**config.mk**
```make
export PLATFORM = sky130hd
export DESIGN_NAME = ext_bus_iface
export DESIGN_NICKNAME = d
export VERILOG_FILES = /design/src/logic/ext_bus_pkg.sv /design/src/logic/ext_bus_iface.sv
export SDC_FILE = /design/constraint.sdc
export NUM_CORES = 1
export LEC_CHECK = 0
export BUFFER_PORTS_ARGS = -buffer_cell sky130_fd_sc_hd__buf_2
export CORE_MARGIN = 3
export CORE_UTILIZATION = 45
export CTS_CLUSTER_DIAMETER = 30
export DETAILED_ROUTE_END_ITERATION = 6
export PLACE_DENSITY = 0.75
export SLEW_MARGIN = 20
export SYNTH_ARGS = -nofsm -noshare
export SYNTH_HDL_FRONTEND = slang
export SYNTH_SLANG_ARGS = --single-unit
```
**constraint.sdc**
```tcl
create_clock -name core_clk -period 7 [get_ports core_clk]
set_clock_uncertainty 0.2 [all_clocks]
set_input_delay 0.35 -clock core_clk [delete_from_list [all_inputs] [get_ports core_clk]]
set_output_delay 0.35 -clock core_clk [all_outputs]
set_load 0.1 [all_outputs]
```
**src/logic/ext_bus_pkg.sv**
```systemverilog
// Purpose: Shared constants for the external memory and I/O bus interface.
// Assumes: 16-bit address and data, one core clock domain.
// Notes: Output clock runs at half the core clock rate.
package ext_bus_pkg;
    localparam int ADDR_W = 16;
    localparam int DATA_W = 16;
    localparam int WS_W = 3;
    // Wait-state control register, in I/O space
    localparam logic [15:0] WS_CTRL_ADDR = 16'hFFFF;
    localparam logic [15:0] WS_CTRL_RESET = 16'h01FF;
    localparam int WS_PROG_LSB = 0;
    localparam int WS_DATA_LSB = 3;
    localparam int WS_IO_LSB = 6;
    localparam logic [15:0] WS_CTRL_MASK = 16'h01FF;
    // Global map register, in data space
    localparam logic [15:0] GMAP_ADDR = 16'h0005;
    localparam logic [7:0] GMAP_RESET = 8'h00;
    // Memory map
    localparam logic [15:0] DATA_EXT_BASE = 16'h8000;
    localparam logic [15:0] PROG_INT_TOP = 16'h1FFF;
    localparam logic [15:0] ILLEGAL_LO = 16'h0800;
    localparam logic [15:0] ILLEGAL_HI = 16'h6FFF;
    localparam logic [WS_W-1:0] WS_ZERO = 3'h0;
    typedef enum logic [1:0] {SP_PROG, SP_DATA, SP_IO} space_t;
    typedef enum logic [1:0] {OP_FETCH, OP_READ, OP_WRITE} op_t;
    typedef enum {S_IDLE, S_BUS} state_t;
endpackage : ext_bus_pkg

```
**src/logic/ext_bus_iface.sv**
```systemverilog
// Purpose: External bus sequencer: fetch, data read and data write onto one bus.
// Assumes: Core holds each request until its done pulse, drops it next cycle.
// Notes: On-chip memory itself lives elsewhere; internal hits get a done, plus register access or NMI where mapped.
`timescale 1ns/1ps
// Functional notes
// - Drive 16-bit address and data buses with three space selects.
// - Same-cycle requests go out as write, then data read, then fetch.
// - Upper data half maps global by register; global access drives request low.
// - Read/write output shows direction of current external cycle.
// - Strobe marks timing of every external cycle.
// - Separate read and write enables, each only in its own cycle.
// - Reads may take zero waits; writes take at least two cycles.
// - Each wait state adds one output-clock cycle, aligned to boundaries.
// - Ready low means wait one output cycle and sample again.
// - Ready ignored for internal accesses.
// - Generator inserts zero to seven waits per space, regardless of ready.
// - Wait counts live in a register at the top I/O address.
// - External data space is limited to the upper 32K words.
// - I/O uses the same buses and sequencing, only its select differs.
// - Access to an illegal address raises the non-maskable interrupt.
module ext_bus_iface
    import ext_bus_pkg::*;
(
    input wire logic core_clk, // 200 MHz core clock
    input wire logic rst_b, // synchronous reset, active low
    input wire logic fetch_req, // program fetch request
    input wire logic [ADDR_W-1:0] fetch_addr, // fetch address
    output logic fetch_done, // fetch complete pulse
    output logic [DATA_W-1:0] fetch_data, // fetched word
    input wire logic dread_req, // data read request
    input wire logic dread_io, // read targets I/O space
    input wire logic [ADDR_W-1:0] dread_addr, // read address
    output logic dread_done, // read complete pulse
    output logic [DATA_W-1:0] dread_data, // read word
    input wire logic dwrite_req, // data write request
    input wire logic dwrite_io, // write targets I/O space
    input wire logic [ADDR_W-1:0] dwrite_addr, // write address
    input wire logic [DATA_W-1:0] dwrite_data, // write word
    output logic dwrite_done, // write complete pulse
    output logic [ADDR_W-1:0] ext_addr, // external address bus
    input wire logic [DATA_W-1:0] ext_data_in, // external data bus in
    output logic [DATA_W-1:0] ext_data_out, // external data bus out
    output logic ext_data_oe, // data bus drive enable
    output logic read_not_write, // high on read cycles
    output logic cycle_strobe_n, // external cycle strobe
    output logic rd_n, // read enable
    output logic we_n, // write enable
    output logic program_space_sel_n, // program space select
    output logic data_space_sel_n, // data space select
    output logic io_space_sel_n, // I/O space select
    output logic global_bus_request_n, // global memory bus request
    input wire logic ready, // external ready
    output logic output_clock, // bus timing clock, half core rate
    output logic nmi_req, // illegal access pulse
    output logic [DATA_W-1:0] wait_state_control, // wait-state register value
    output logic [7:0] global_map_register // global map register value
);
    state_t state_r, state_nxt;
    op_t op_r, op_nxt;
    space_t space_r, space_nxt;
    logic phase_r, phase_nxt;
    logic first_r, first_nxt;
    logic glob_r, glob_nxt;
    logic [WS_W:0] cnt_r, cnt_nxt;
    logic [ADDR_W-1:0] addr_r, addr_nxt;
    logic [DATA_W-1:0] wdata_r, wdata_nxt;
    logic [DATA_W-1:0] rdata_r, rdata_nxt;
    logic [DATA_W-1:0] ws_r, ws_nxt;
    logic [7:0] gmap_r, gmap_nxt;
    logic fd_r, fd_nxt, rd_r, rd_nxt, wd_r, wd_nxt, nmi_r, nmi_nxt;
    // Selected pending request
    logic any_req;
    op_t sel_op;
    space_t sel_space;
    logic [ADDR_W-1:0] sel_addr;
    logic sel_internal, sel_illegal;
    logic [WS_W-1:0] sel_ws;

    always_comb begin
        any_req = 1'b1;
        sel_op = OP_FETCH;
        sel_space = SP_PROG;
        sel_addr = fetch_addr;
        if (dwrite_req && !wd_r) begin
            sel_op = OP_WRITE;
            sel_space = dwrite_io ? SP_IO : SP_DATA;
            sel_addr = dwrite_addr;
        end else if (dread_req && !rd_r) begin
            sel_op = OP_READ;
            sel_space = dread_io ? SP_IO : SP_DATA;
            sel_addr = dread_addr;
        end else if (!(fetch_req && !fd_r)) begin
            any_req = 1'b0;
        end
        sel_illegal = 1'b0;
        sel_internal = 1'b0;
        sel_ws = ws_r[WS_PROG_LSB +: WS_W];
        case (sel_space)
            SP_PROG: begin
                sel_internal = (sel_addr <= PROG_INT_TOP);
            end
            SP_DATA: begin
                // illegal hole in the data map
                sel_illegal = (sel_addr >= ILLEGAL_LO) && (sel_addr <= ILLEGAL_HI);
                // only the upper half of data space is external
                sel_internal = (sel_addr < DATA_EXT_BASE);
                sel_ws = ws_r[WS_DATA_LSB +: WS_W];
            end
            SP_IO: begin
                sel_internal = (sel_addr == WS_CTRL_ADDR);
                sel_ws = ws_r[WS_IO_LSB +: WS_W];
            end
            default: begin
                sel_internal = 1'b1;
            end
        endcase
    end

    always_comb begin
        state_nxt = state_r;
        op_nxt = op_r;
        space_nxt = space_r;
        phase_nxt = ~phase_r;
        first_nxt = first_r;
        glob_nxt = glob_r;
        cnt_nxt = cnt_r;
        addr_nxt = addr_r;
        wdata_nxt = wdata_r;
        rdata_nxt = rdata_r;
        ws_nxt = ws_r;
        gmap_nxt = gmap_r;
        fd_nxt = 1'b0;
        rd_nxt = 1'b0;
        wd_nxt = 1'b0;
        nmi_nxt = 1'b0;
        case (state_r)
            S_IDLE: begin
                if (any_req && (sel_internal || sel_illegal)) begin
                    // internal hits finish at once, ready unused
                    nmi_nxt = sel_illegal;
                    rdata_nxt = '0;
                    if (sel_op == OP_WRITE) begin
                        if (sel_space == SP_IO && sel_addr == WS_CTRL_ADDR) begin
                            // wait counts written at top I/O address
                            ws_nxt = dwrite_data & WS_CTRL_MASK;
                        end
                        if (sel_space == SP_DATA && sel_addr == GMAP_ADDR) begin
                            gmap_nxt = dwrite_data[7:0];
                        end
                        wd_nxt = 1'b1;
                    end else if (sel_op == OP_READ) begin
                        if (sel_space == SP_IO && sel_addr == WS_CTRL_ADDR) begin
                            rdata_nxt = ws_r;
                        end
                        if (sel_space == SP_DATA && sel_addr == GMAP_ADDR) begin
                            rdata_nxt = {8'h00, gmap_r};
                        end
                        rd_nxt = 1'b1;
                    end else begin
                        fd_nxt = 1'b1;
                    end
                end else if (any_req && phase_r) begin
                    // external cycles start on an output-clock boundary
                    state_nxt = S_BUS;
                    op_nxt = sel_op;
                    space_nxt = sel_space;
                    addr_nxt = sel_addr;
                    wdata_nxt = dwrite_data;
                    first_nxt = 1'b1;
                    // global when at or above the mapped base in upper half
                    glob_nxt = (sel_space == SP_DATA) && (gmap_r != 8'h00)
                        && (sel_addr[15:8] >= gmap_r);
                    // generated waits, plus one cycle for writes
                    cnt_nxt = {1'b0, sel_ws} + ((sel_op == OP_WRITE) ? 4'h1 : 4'h0);
                end
            end
            S_BUS: begin
                if (phase_r) begin
                    first_nxt = 1'b0;
                    if (cnt_r != 4'h0) begin
                        // one output cycle per wait state
                        cnt_nxt = cnt_r - 4'h1;
                    end else if (ready) begin
                        // finish only when ready is sampled high
                        state_nxt = S_IDLE;
                        glob_nxt = 1'b0;
                        rdata_nxt = ext_data_in;
                        fd_nxt = (op_r == OP_FETCH);
                        rd_nxt = (op_r == OP_READ);
                        wd_nxt = (op_r == OP_WRITE);
                    end
                end
            end
            default: begin
                state_nxt = S_IDLE;
            end
        endcase
    end

    always_ff @(posedge core_clk) begin
        if (!rst_b) begin
            state_r <= S_IDLE;
            op_r <= OP_FETCH;
            space_r <= SP_PROG;
            phase_r <= 1'b0;
            first_r <= 1'b0;
            glob_r <= 1'b0;
            cnt_r <= 4'h0;
            addr_r <= 16'h0000;
            wdata_r <= 16'h0000;
            rdata_r <= 16'h0000;
            ws_r <= WS_CTRL_RESET;
            gmap_r <= GMAP_RESET;
            fd_r <= 1'b0;
            rd_r <= 1'b0;
            wd_r <= 1'b0;
            nmi_r <= 1'b0;
        end else begin
            state_r <= state_nxt;
            op_r <= op_nxt;
            space_r <= space_nxt;
            phase_r <= phase_nxt;
            first_r <= first_nxt;
            glob_r <= glob_nxt;
            cnt_r <= cnt_nxt;
            addr_r <= addr_nxt;
            wdata_r <= wdata_nxt;
            rdata_r <= rdata_nxt;
            ws_r <= ws_nxt;
            gmap_r <= gmap_nxt;
            fd_r <= fd_nxt;
            rd_r <= rd_nxt;
            wd_r <= wd_nxt;
            nmi_r <= nmi_nxt;
        end
    end

    logic bus_on, wr_on, half_in;
    assign bus_on = (state_r == S_BUS);
    assign wr_on = bus_on && (op_r == OP_WRITE);
    // Half a cycle of turnaround before the data bus is driven
    assign half_in = first_r && !phase_r;
    // one address and data bus for all spaces
    assign ext_addr = addr_r;
    assign ext_data_out = wdata_r;
    // data drive held off for the first half output cycle
    assign ext_data_oe = wr_on && !half_in;
    assign read_not_write = !wr_on;
    // strobe low for the whole external cycle
    assign cycle_strobe_n = !bus_on;
    // enables only in their own cycle type
    assign rd_n = !(bus_on && op_r != OP_WRITE);
    assign we_n = !(wr_on && !half_in);
    // one space select during a cycle, none otherwise
    assign program_space_sel_n = !(bus_on && space_r == SP_PROG);
    assign data_space_sel_n = !(bus_on && space_r == SP_DATA);
    assign io_space_sel_n = !(bus_on && space_r == SP_IO);
    // bus request held through the global access
    assign global_bus_request_n = !(bus_on && glob_r);
    assign output_clock = !phase_r;
    assign fetch_done = fd_r;
    assign dread_done = rd_r;
    assign dwrite_done = wd_r;
    assign fetch_data = rdata_r;
    assign dread_data = rdata_r;
    assign nmi_req = nmi_r;
    assign wait_state_control = ws_r;
    assign global_map_register = gmap_r;
endmodule : ext_bus_iface

```
==> results.sh, run 1 <==
export IMPL_status="finished clean"
export IMPL_fin_setup_tns_ns=0
export IMPL_rr_worst_depth=13
export IMPL_min_period_over_period_pct=65.9
export IMPL_cts_root_buffer="clkbuf_8"
export IMPL_crit_arrival_ns=4.65
export IMPL_pwr_share_clk_pct=26.4
export IMPL_pwr_share_seq_pct=36.9
export IMPL_maxCapViolCount=0
export IMPL_n_fill_cell=981
export IMPL_slew_violations=0
export IMPL_numPlacedInstances=881
export IMPL_pin_count=190
export IMPL_hold_path_end="ext_data_out[9]"
export IMPL_p_comb_share_pct=36.8
export IMPL_peakVddDrop_mv=0.153
export IMPL_timing_rr_start="dwrite_done"
export IMPL_path_class="reg2reg"
export IMPL_p_leak_nw=2.50
export IMPL_antenna_found_initial=0
export IMPL_drt_iter0_markers=409
export IMPL_cts_setup_buffers=0
export IMPL_drive_gt1_share_pct=28.2
export IMPL_via_per_inst=5.61
export IMPL_final_nets=867
export IMPL_route_detailed_drc=0
export IMPL_dp_hpwl_um=11400
export IMPL_r2r_setup_slack_ns=2.38
export IMPL_tritoncts="done"
export IMPL_end_kind="register"
export IMPL_ys_types=61
export IMPL_worst_pin_slew_ns=0.923
export IMPL_multi_input_area_mm2=0.00268
export IMPL_antenna_cells=0
export IMPL_std_cell_rows=36
export IMPL_synth_edff_count=0
export IMPL_fp_dieH_um=109
export IMPL_routedWlPerCell_um=16.9
export IMPL_netlist_area_mm2=0.00475
export IMPL_cts_buffer_depth=2
export IMPL_switchingPower_w=0.000604
export IMPL_min_path_cells=3
export IMPL_die_area_mm2=0.0118
export IMPL_synth_seq_cells=81
export IMPL_p_int_w=0.000773
export IMPL_finalSetupViolations=0
export IMPL_postLayoutCoreUtil_pct=57.7
export IMPL_wl_um=15300
export IMPL_netlist_area_leader_share_pct=34.2
export IMPL_numPortBuffers=182
export IMPL_syn_avg_cell_area_um2=7.57
export IMPL_syn_to_final_growth_pct=21.4
export IMPL_fin_cells=903
export IMPL_drtPass1Iterations=7
export IMPL_grt_overflow_total=0
export IMPL_synth_largest_area_cell="dfxtp_1"
export IMPL_finalWeightedCongestion=0.912
export IMPL_swShare_pct=43.8
export IMPL_powerDensity_mw_per_mm2=239
export IMPL_start_kind="register"
export IMPL_rsz0062_at_grt="false"
export IMPL_r2r_end="dread_data[9]"
export IMPL_regArea_mm2=0.00162
export IMPL_clkTransAtPathRegs_ns=0.09
export IMPL_syn_inst=627
export IMPL_grt_pass1_vias=4555
export IMPL_p_total_w=0.00138
export IMPL_cts_made_buffers=9
export IMPL_ys_flop_type="dfxtp_1"
export IMPL_synthTopCellsByArea="dfxtp_1, nand2_1, nand3_1"
export IMPL_fp_dieW_um=109
export IMPL_slew_limit_headroom_pct=38.4
export IMPL_crit_fanout=48
export IMPL_initial_core_util_pct=47.5
export IMPL_track_usage_pct=25.1
export IMPL_ys_seq_area_share_pct=34.2
export IMPL_ant_nets=0
export IMPL_synthArstFlopShare_pct=0
export IMPL_coreArea_mm2=0.0100
export IMPL_vias=5070
export IMPL_grt_pass1_wl_um=23300
export IMPL_h_tree_depth=3
export IMPL_post_route_min_period_ns=4.62
export IMPL_worstHoldStart="dwrite_data[9]"
export IMPL_grt_start_max_net_pins=89
export IMPL_fin_hold_ws_ns=0.00687
export IMPL_hp_class="in2reg"
export IMPL_clock_sinks=81
export IMPL_fmax_ghz=0.217
export IMPL_clkLatencyLatePin_ns=0.37
export IMPL_hold_violations=0
export IMPL_ys_warn_count=0
export IMPL_cp_required_ns=7.04
[critical path: stages (launching register included)]
cell      delay, ns
dfxtp_1        0.32
nand2b_1       0.10
buf_4          0.40
inv_1          0.46
nor2_1         0.35
a22oi_1        0.21
inv_1          0.14
ha_1           0.23
o21ai_0        0.11
a311oi_1       0.34
nand2_1        0.30
nor3b_2        0.63
or3_1          0.52
o21ai_0        0.17
[area by class of cell]
class                   instances  share of cell area (%)
well taps                     133                    2.89
inverters                      21                    1.37
multi-input cells             459                    46.5
clock buffers                  11                    2.45
flip-flops and latches         81                    28.1
repair buffers                193                    17.5
clock inverters                 5                    1.09
[state kept, by name, summed over array words and instances (netlist names), 2 cells and up]
signal,count
wait_state_control,9
ext_addr,16
ext_data_out,16
op_r,2
dread_data,16
space_r,2
global_map_register,8
cnt_r,4
[cells in the mapped netlist (all sizes together), types with 2 or more instances]
master,number
and2,2
dfxtp,81
nand4,11
nor2,40
nor4b,2
a211oi,5
nand2,109
a311oi,2
o41ai,10
or4b,2
and4,2
nor2b,5
o21ai,52
o311ai,2
or4,2
and3,2
nand2b,5
nand3b,4
a31oi,20
nand3,56
or3,2
ha,14
inv,20
a31o,5
o31ai,9
mux2i,19
buf,49
nor3,13
a21o,3
nor4,5
clkbuf,23
a21oi,21
o21a,2
a22oi,5
o211ai,4
a2111oi,2
[routing by layer]
metal / GRT usage (%) / part of all wire [%] / up-vias
met5: 0 / 0 / -
met3: 5.09 / 7.5 / 29
met2: 40.2 / 48 / 207
met4: 9.56 / 2.3 / 0
li1: - / - / 2483
met1: 33.4 / 42 / 2351
[timing repair]
item	4_1_cts	5_1_grt
hold buffers	6	0
endpoints found under the hold margin	6	0
gates resized for setup	0	0
[power groups by stage]
stage / clock network [W] / logic (W) / registers, W
after global placement: 0 / 0.000495 / 0.000517
after CTS: 0.000368 / 0.000504 / 0.000508
after floorplan: 0 / 0.000261 / 0.000671
after global routing: 0.000384 / 0.000537 / 0.000511
final: 0.000363 / 0.000506 / 0.000507
after detailed placement: 0 / 0.000500 / 0.000518
[worst max-delay path by stage]
stage,startpoint,end,slack [ns],cells after the start
6_report,dwrite_done,dread_data[9],2.38,13
2_1_floorplan,dwrite_done,ext_addr[0],3.03,15
3_5_place_dp,dwrite_req,dread_data[10],2.32,14
5_1_grt,dwrite_done,dread_data[10],2.01,13
4_1_cts,dwrite_done,wait_state_control[0],2.42,13
3_3_place_gp,dwrite_req,op_r[0],2.57,14
[cell families after synthesis]
group / synth area share (%)
AO/OA/AOI/OAI: 20.4
flip-flops: 34.2
other: 0.0790
adder cells (fa/ha/maj): 3.69
buffers and inverters: 10.1
XOR/XNOR: 0.369
multiplexers: 4.01
AND/OR/NAND/NOR: 27.2
[cells in the final DEF (no fill, tap or decap), types with 14 or more instances in the layout]
cell type / n
buf_2: 181
nand2_1: 109
dfxtp_1: 81
nand3_1: 56
o21ai_0: 50
nor2_1: 40
a21oi_1: 21
inv_1: 20
a31oi_1: 20
mux2i_1: 19
ha_1: 14
[through the flow]
step / area, um2 / worst slack (ns)
after floorplan: 4770 / 3.03
after global placement: 5490 / 2.57
after detailed placement: 5490 / 2.32
after CTS: 5760 / 2.42
after global routing: 5770 / 2.01
final: 5770 / 2.38
(Power assumes the default switching activity.)
==> run 2, diff against run 1 <==
clock period = 4.5 ns   (was 7 ns; I/O delays follow)
==> results.sh, run 2 (synthesized netlist as in run 1, its figures left out) <==
export IMPL_fin_hold_ws_ns=0.0155
export IMPL_min_period_over_period_pct=82.0
export IMPL_peakVddDrop_mv=0.205
export IMPL_finalSetupViolations=0
export IMPL_timing_rr_start="dread_done"
export IMPL_crit_arrival_ns=3.71
export IMPL_crit_fanout=20
export IMPL_final_nets=894
export IMPL_crit_end="dread_data[6]"
export IMPL_layout_commonest_cell="buf_2"
export IMPL_worstPathCellList="nor2b_2 -> a211oi_1 -> a311o_1 -> or4_1 -> nor3b_2 -> buf_4 -> or3_1 -> a31oi_1"
export IMPL_cts_root_buffer="clkbuf_8"
export IMPL_critPathMaxStageDelay_ns=0.78
export IMPL_r2r_end="dread_data[6]"
export IMPL_start_kind="register"
export IMPL_std_cell_rows=36
export IMPL_vias=5282
export IMPL_wl_um=16100
export IMPL_r2r_setup_slack_ns=0.81
export IMPL_fin_setup_tns_ns=0
export IMPL_slew_violations=0
export IMPL_fp_dieH_um=109
export IMPL_grt_pass1_wl_um=25200
export IMPL_cts_resized=0
export IMPL_end_kind="register"
export IMPL_antenna_found_initial=0
export IMPL_grt_overflow_total=0
export IMPL_multi_input_area_mm2=0.00268
export IMPL_antenna_cells=0
export IMPL_grt_start_max_net_pins=74
export IMPL_p_leak_nw=2.61
export IMPL_post_route_min_period_ns=3.69
export IMPL_startpoint="dread_done"
export IMPL_rsz0062_at_grt="false"
export IMPL_powerDensity_mw_per_mm2=353
export IMPL_cp_required_ns=4.52
export IMPL_cts_buffer_depth=2
export IMPL_pin_count=190
export IMPL_dp_hpwl_um=11800
export IMPL_clock_sinks=81
export IMPL_cts_hold_buf=28
export IMPL_path_class="reg2reg"
export IMPL_tritoncts="done"
export IMPL_numPortBuffers=182
export IMPL_initial_core_util_pct=47.5
export IMPL_worst_pin_slew_ns=0.894
export IMPL_cts_made_buffers=9
export IMPL_ant_nets=0
export IMPL_via_per_inst=5.68
export IMPL_mostFrequentLayoutCells="buf_2, nand2_1, dfxtp_1, nand3_1, o21ai_0"
export IMPL_grt_pass1_vias=5004
export IMPL_syn_to_final_growth_pct=26.6
export IMPL_fmax_ghz=0.271
export IMPL_drt_iter0_markers=518
export IMPL_cts_setup_buffers=0
export IMPL_coreArea_mm2=0.0100
export IMPL_die_area_mm2=0.0118
export IMPL_n_fill_cell=943
export IMPL_regArea_mm2=0.00162
export IMPL_track_usage_pct=26.9
export IMPL_hp_class="in2reg"
export IMPL_h_tree_depth=3
export IMPL_clkTransAtPathRegs_ns=0.09
export IMPL_status="finished clean"
export IMPL_slew_limit_headroom_pct=40.3
export IMPL_crit_slowest_cell="or4_1"
export IMPL_drtPass1Iterations=5
export IMPL_route_detailed_drc=0
export IMPL_finalWeightedCongestion=0.994
export IMPL_maxCapViolCount=0
export IMPL_clkLatencyLatePin_ns=0.36
export IMPL_drive_gt1_share_pct=28.1
export IMPL_routedWlPerCell_um=17.3
export IMPL_fp_dieW_um=109
export IMPL_hold_violations=0
export IMPL_rr_worst_depth=8
[run 2: stage by stage]
step	setup slack (ns)	power, W	instance area [um2]	utilization, %	cells
after global routing	0.495	0.00222	6010	60.1	930
after global placement	0.903	0.00158	5540	55.4	886
final	0.811	0.00212	6010	60.1	930
after detailed placement	0.807	0.00159	5540	55.4	886
after floorplan	0.527	0.00145	4770	-	633
after CTS	0.821	0.00212	6010	60.1	930
[run 2: power breakdown]
| part | total [W] | internal, W | switching [W] |
|---|---|---|---|
| sequential | 0.000799 | 0.000761 | 0.0000382 |
| clock | 0.000524 | 0.000222 | 0.000302 |
| combinational | 0.000800 | 0.000185 | 0.000616 |
[run 2: how the worst min path moves through the flow]
stage / from / to / slack [ns] / cells after the start
2_1_floorplan: dwrite_data[0] / wait_state_control[0] / 0.15 / 2
3_3_place_gp: dwrite_data[14] / ext_data_out[14] / 0.24 / 3
3_5_place_dp: dwrite_data[9] / ext_data_out[9] / 0.25 / 3
4_1_cts: ext_data_in[0] / dread_data[0] / 0.01 / 3
5_1_grt: ext_data_in[1] / dread_data[1] / 0.03 / 3
6_report: ext_data_in[0] / dread_data[0] / 0.02 / 3
[run 2: routing by layer]
layer | wire length (um) | vias up | part of all wire, % | track usage [%]
met4 | 472 | 0 | 2.9 | 9.74
met3 | 1120 | 44 | 6.9 | 3.43
li1 | - | 2538 | - | -
met2 | 7760 | 251 | 48 | 45.4
met5 | 0 | - | 0 | 0
met1 | 6780 | 2449 | 42 | 35.3
[run 2: layout make-up]
cell class,instances,share of cell area (%)
multi-input combinational,459,44.5
sequential,81,27.0
timing repair buffer,220,21.3
tap,133,2.77
clock buffer,10,2.29
inverter,21,1.31
clock inverter,6,0.812
[run 2: worst max-delay path: cells and delay by family (launching register included)]
kind / cells / cell delay (ns)
buffers and inverters: 1 / 0.19
AOI/OAI and AO/OA: 3 / 0.69
and+or+nand+nor: 4 / 2.10
DFF: 1 / 0.37
==> run 3, diff against run 2 <==
clock period = 3.45 ns   (was 4.5 ns; I/O delays follow)
==> results.sh, run 3 (synthesized netlist as in run 1, its figures left out) <==
export IMPL_status="finished clean"
export IMPL_crit_fanout=18
export IMPL_coreArea_mm2=0.0100
export IMPL_mostFrequentLayoutCells="buf_2, nand2_1, dfxtp_1, nand3_1, o21ai_0"
export IMPL_post_route_min_period_ns=3.27
export IMPL_grt_pass1_wl_um=26100
export IMPL_routedWlPerCell_um=17.6
export IMPL_std_cell_rows=36
export IMPL_antenna_found_initial=0
export IMPL_vias=5366
export IMPL_fmax_ghz=0.306
export IMPL_start_kind="register"
export IMPL_grt_overflow_total=0
export IMPL_finalSetupViolations=0
export IMPL_cp_required_ns=3.49
export IMPL_crit_buf_inv=2
export IMPL_worst_pin_slew_ns=0.948
export IMPL_grt_pass1_vias=5187
export IMPL_crit_arrival_ns=3.31
export IMPL_drt_iter0_markers=473
export IMPL_track_usage_pct=28.0
export IMPL_cts_buffer_depth=2
export IMPL_slew_limit_headroom_pct=36.7
export IMPL_end_kind="register"
export IMPL_drive_gt1_share_pct=29.5
export IMPL_hold_violations=0
export IMPL_initial_core_util_pct=47.5
export IMPL_critPathMaxStageDelay_ns=0.67
export IMPL_timing_rr_start="dwrite_done"
export IMPL_syn_to_final_growth_pct=30.6
export IMPL_rsz0062_at_grt="false"
export IMPL_highest_layer="met4"
export IMPL_crit_family="compound AO/OA/AOI/OAI gates"
export IMPL_clkLatencyLatePin_ns=0.37
export IMPL_cts_root_buffer="clkbuf_8"
export IMPL_postLayoutCoreUtil_pct=62.0
export IMPL_crit_slowest_cell="or4_1"
export IMPL_wl_um=16600
export IMPL_die_area_mm2=0.0118
export IMPL_clock_sinks=81
export IMPL_route_detailed_drc=0
export IMPL_ant_nets=0
export IMPL_layout_commonest_cell="buf_2"
export IMPL_dr_wl_met2_um=8040
export IMPL_fp_dieW_um=109
export IMPL_antenna_cells=0
export IMPL_worstPathCellList="nand2b_1 -> inv_1 -> buf_4 -> a211oi_1 -> a311o_1 -> or4_1 -> o21ai_0 -> a21boi_0 -> mux2i_1"
export IMPL_tritoncts="done"
export IMPL_path_class="reg2reg"
export IMPL_powerDensity_mw_per_mm2=463
export IMPL_wl_met3_um=1520
export IMPL_via_per_inst=5.67
export IMPL_hp_class="in2reg"
export IMPL_cts_made_buffers=9
export IMPL_r2r_setup_slack_ns=0.18
export IMPL_slew_violations=0
export IMPL_worstHoldStart="dwrite_addr[6]"
export IMPL_clkTransAtPathRegs_ns=0.09
export IMPL_pin_count=190
export IMPL_dp_hpwl_um=12100
export IMPL_wl_met1_um=6580
export IMPL_finalWeightedCongestion=0.965
export IMPL_grt_start_max_net_pins=63
export IMPL_p_leak_nw=2.71
export IMPL_peakVddDrop_mv=0.301
export IMPL_fin_hold_ws_ns=0.00646
export IMPL_h_tree_depth=3
export IMPL_fp_dieH_um=109
export IMPL_numPortBuffers=182
export IMPL_drtPass1Iterations=6
export IMPL_min_period_over_period_pct=94.7
export IMPL_startpoint="dwrite_done"
export IMPL_final_nets=910
export IMPL_maxCapViolCount=0
-- run 3: cell types whose count changed in the layout (fill, tap and decap cells not counted), moves of 2 or more --
cell	before	now
clkinv_4	0	2
clkinvlp_4	3	1
dlygate4sd3_1	28	32
dfxtp_4	0	2
buf_4	10	21
inv_6	3	1
-- run 3: repair_timing --
item / in CTS / in global routing
setup endpoints to repair: 8 / 31
hold endpoints to repair: 49 / 0
gates resized for setup: 1 / 3
buffers inserted: 0 / 0
hold buffers: 32 / 0
-- run 3: power by group --
group          internal, W  switching [W]  total [W]
registers         0.000991      0.0000403    0.00103
clock network     0.000364       0.000394   0.000759
logic             0.000258       0.000825    0.00108
-- run 3: path summary, 6_finish.rpt --
kind                                    endpoint  cells past startpoint
worst max register to register          cnt_r[1]                      9
worst min-delay path                 ext_addr[6]                      4
worst min register to register  ext_data_out[12]                      2
worst max-delay path                    cnt_r[1]                      9
-- run 3: worst register-to-register path, stage by stage, from the launching register on --
cell	delay [ns]
dfxtp_4	0.35
nand2b_1	0.19
inv_1	0.20
buf_4	0.26
a211oi_1	0.08
a311o_1	0.34
or4_1	0.67
o21ai_0	0.43
a21boi_0	0.26
mux2i_1	0.17
-- run 3: layer usage --
metal  global-route usage (%)  vias up
met5                        0        -
met4                     10.4        0
met3                     6.34       47
met2                     46.5      284
met1                     35.5     2465
li1                         -     2570
-- run 3: cell type report --
cell class | count | area (um2)
clock buffers | 10 | 138
inverters | 21 | 78.8
fillers | 932 | 3800
flip-flops and latches | 81 | 1630
well taps | 133 | 166
repair buffers | 236 | 1420
multi-input cells | 459 | 2690
clock inverters | 6 | 75.1
-- run 3: per-stage QoR --
step | cell area (um2) | std cells | power (W) | worst slack [ns] | TNS (ns)
2_1_floorplan | 4780 | 633 | 0.00189 | 0.0200 | 0
4_1_cts | 6190 | 946 | 0.00287 | 0.110 | 0
3_5_place_dp | 5650 | 898 | 0.00209 | -0.0376 | -0.0936
3_3_place_gp | 5650 | 898 | 0.00208 | 0.195 | 0
5_1_grt | 6200 | 946 | 0.00299 | 0.0349 | 0
6_report | 6200 | 946 | 0.00287 | 0.183 | 0
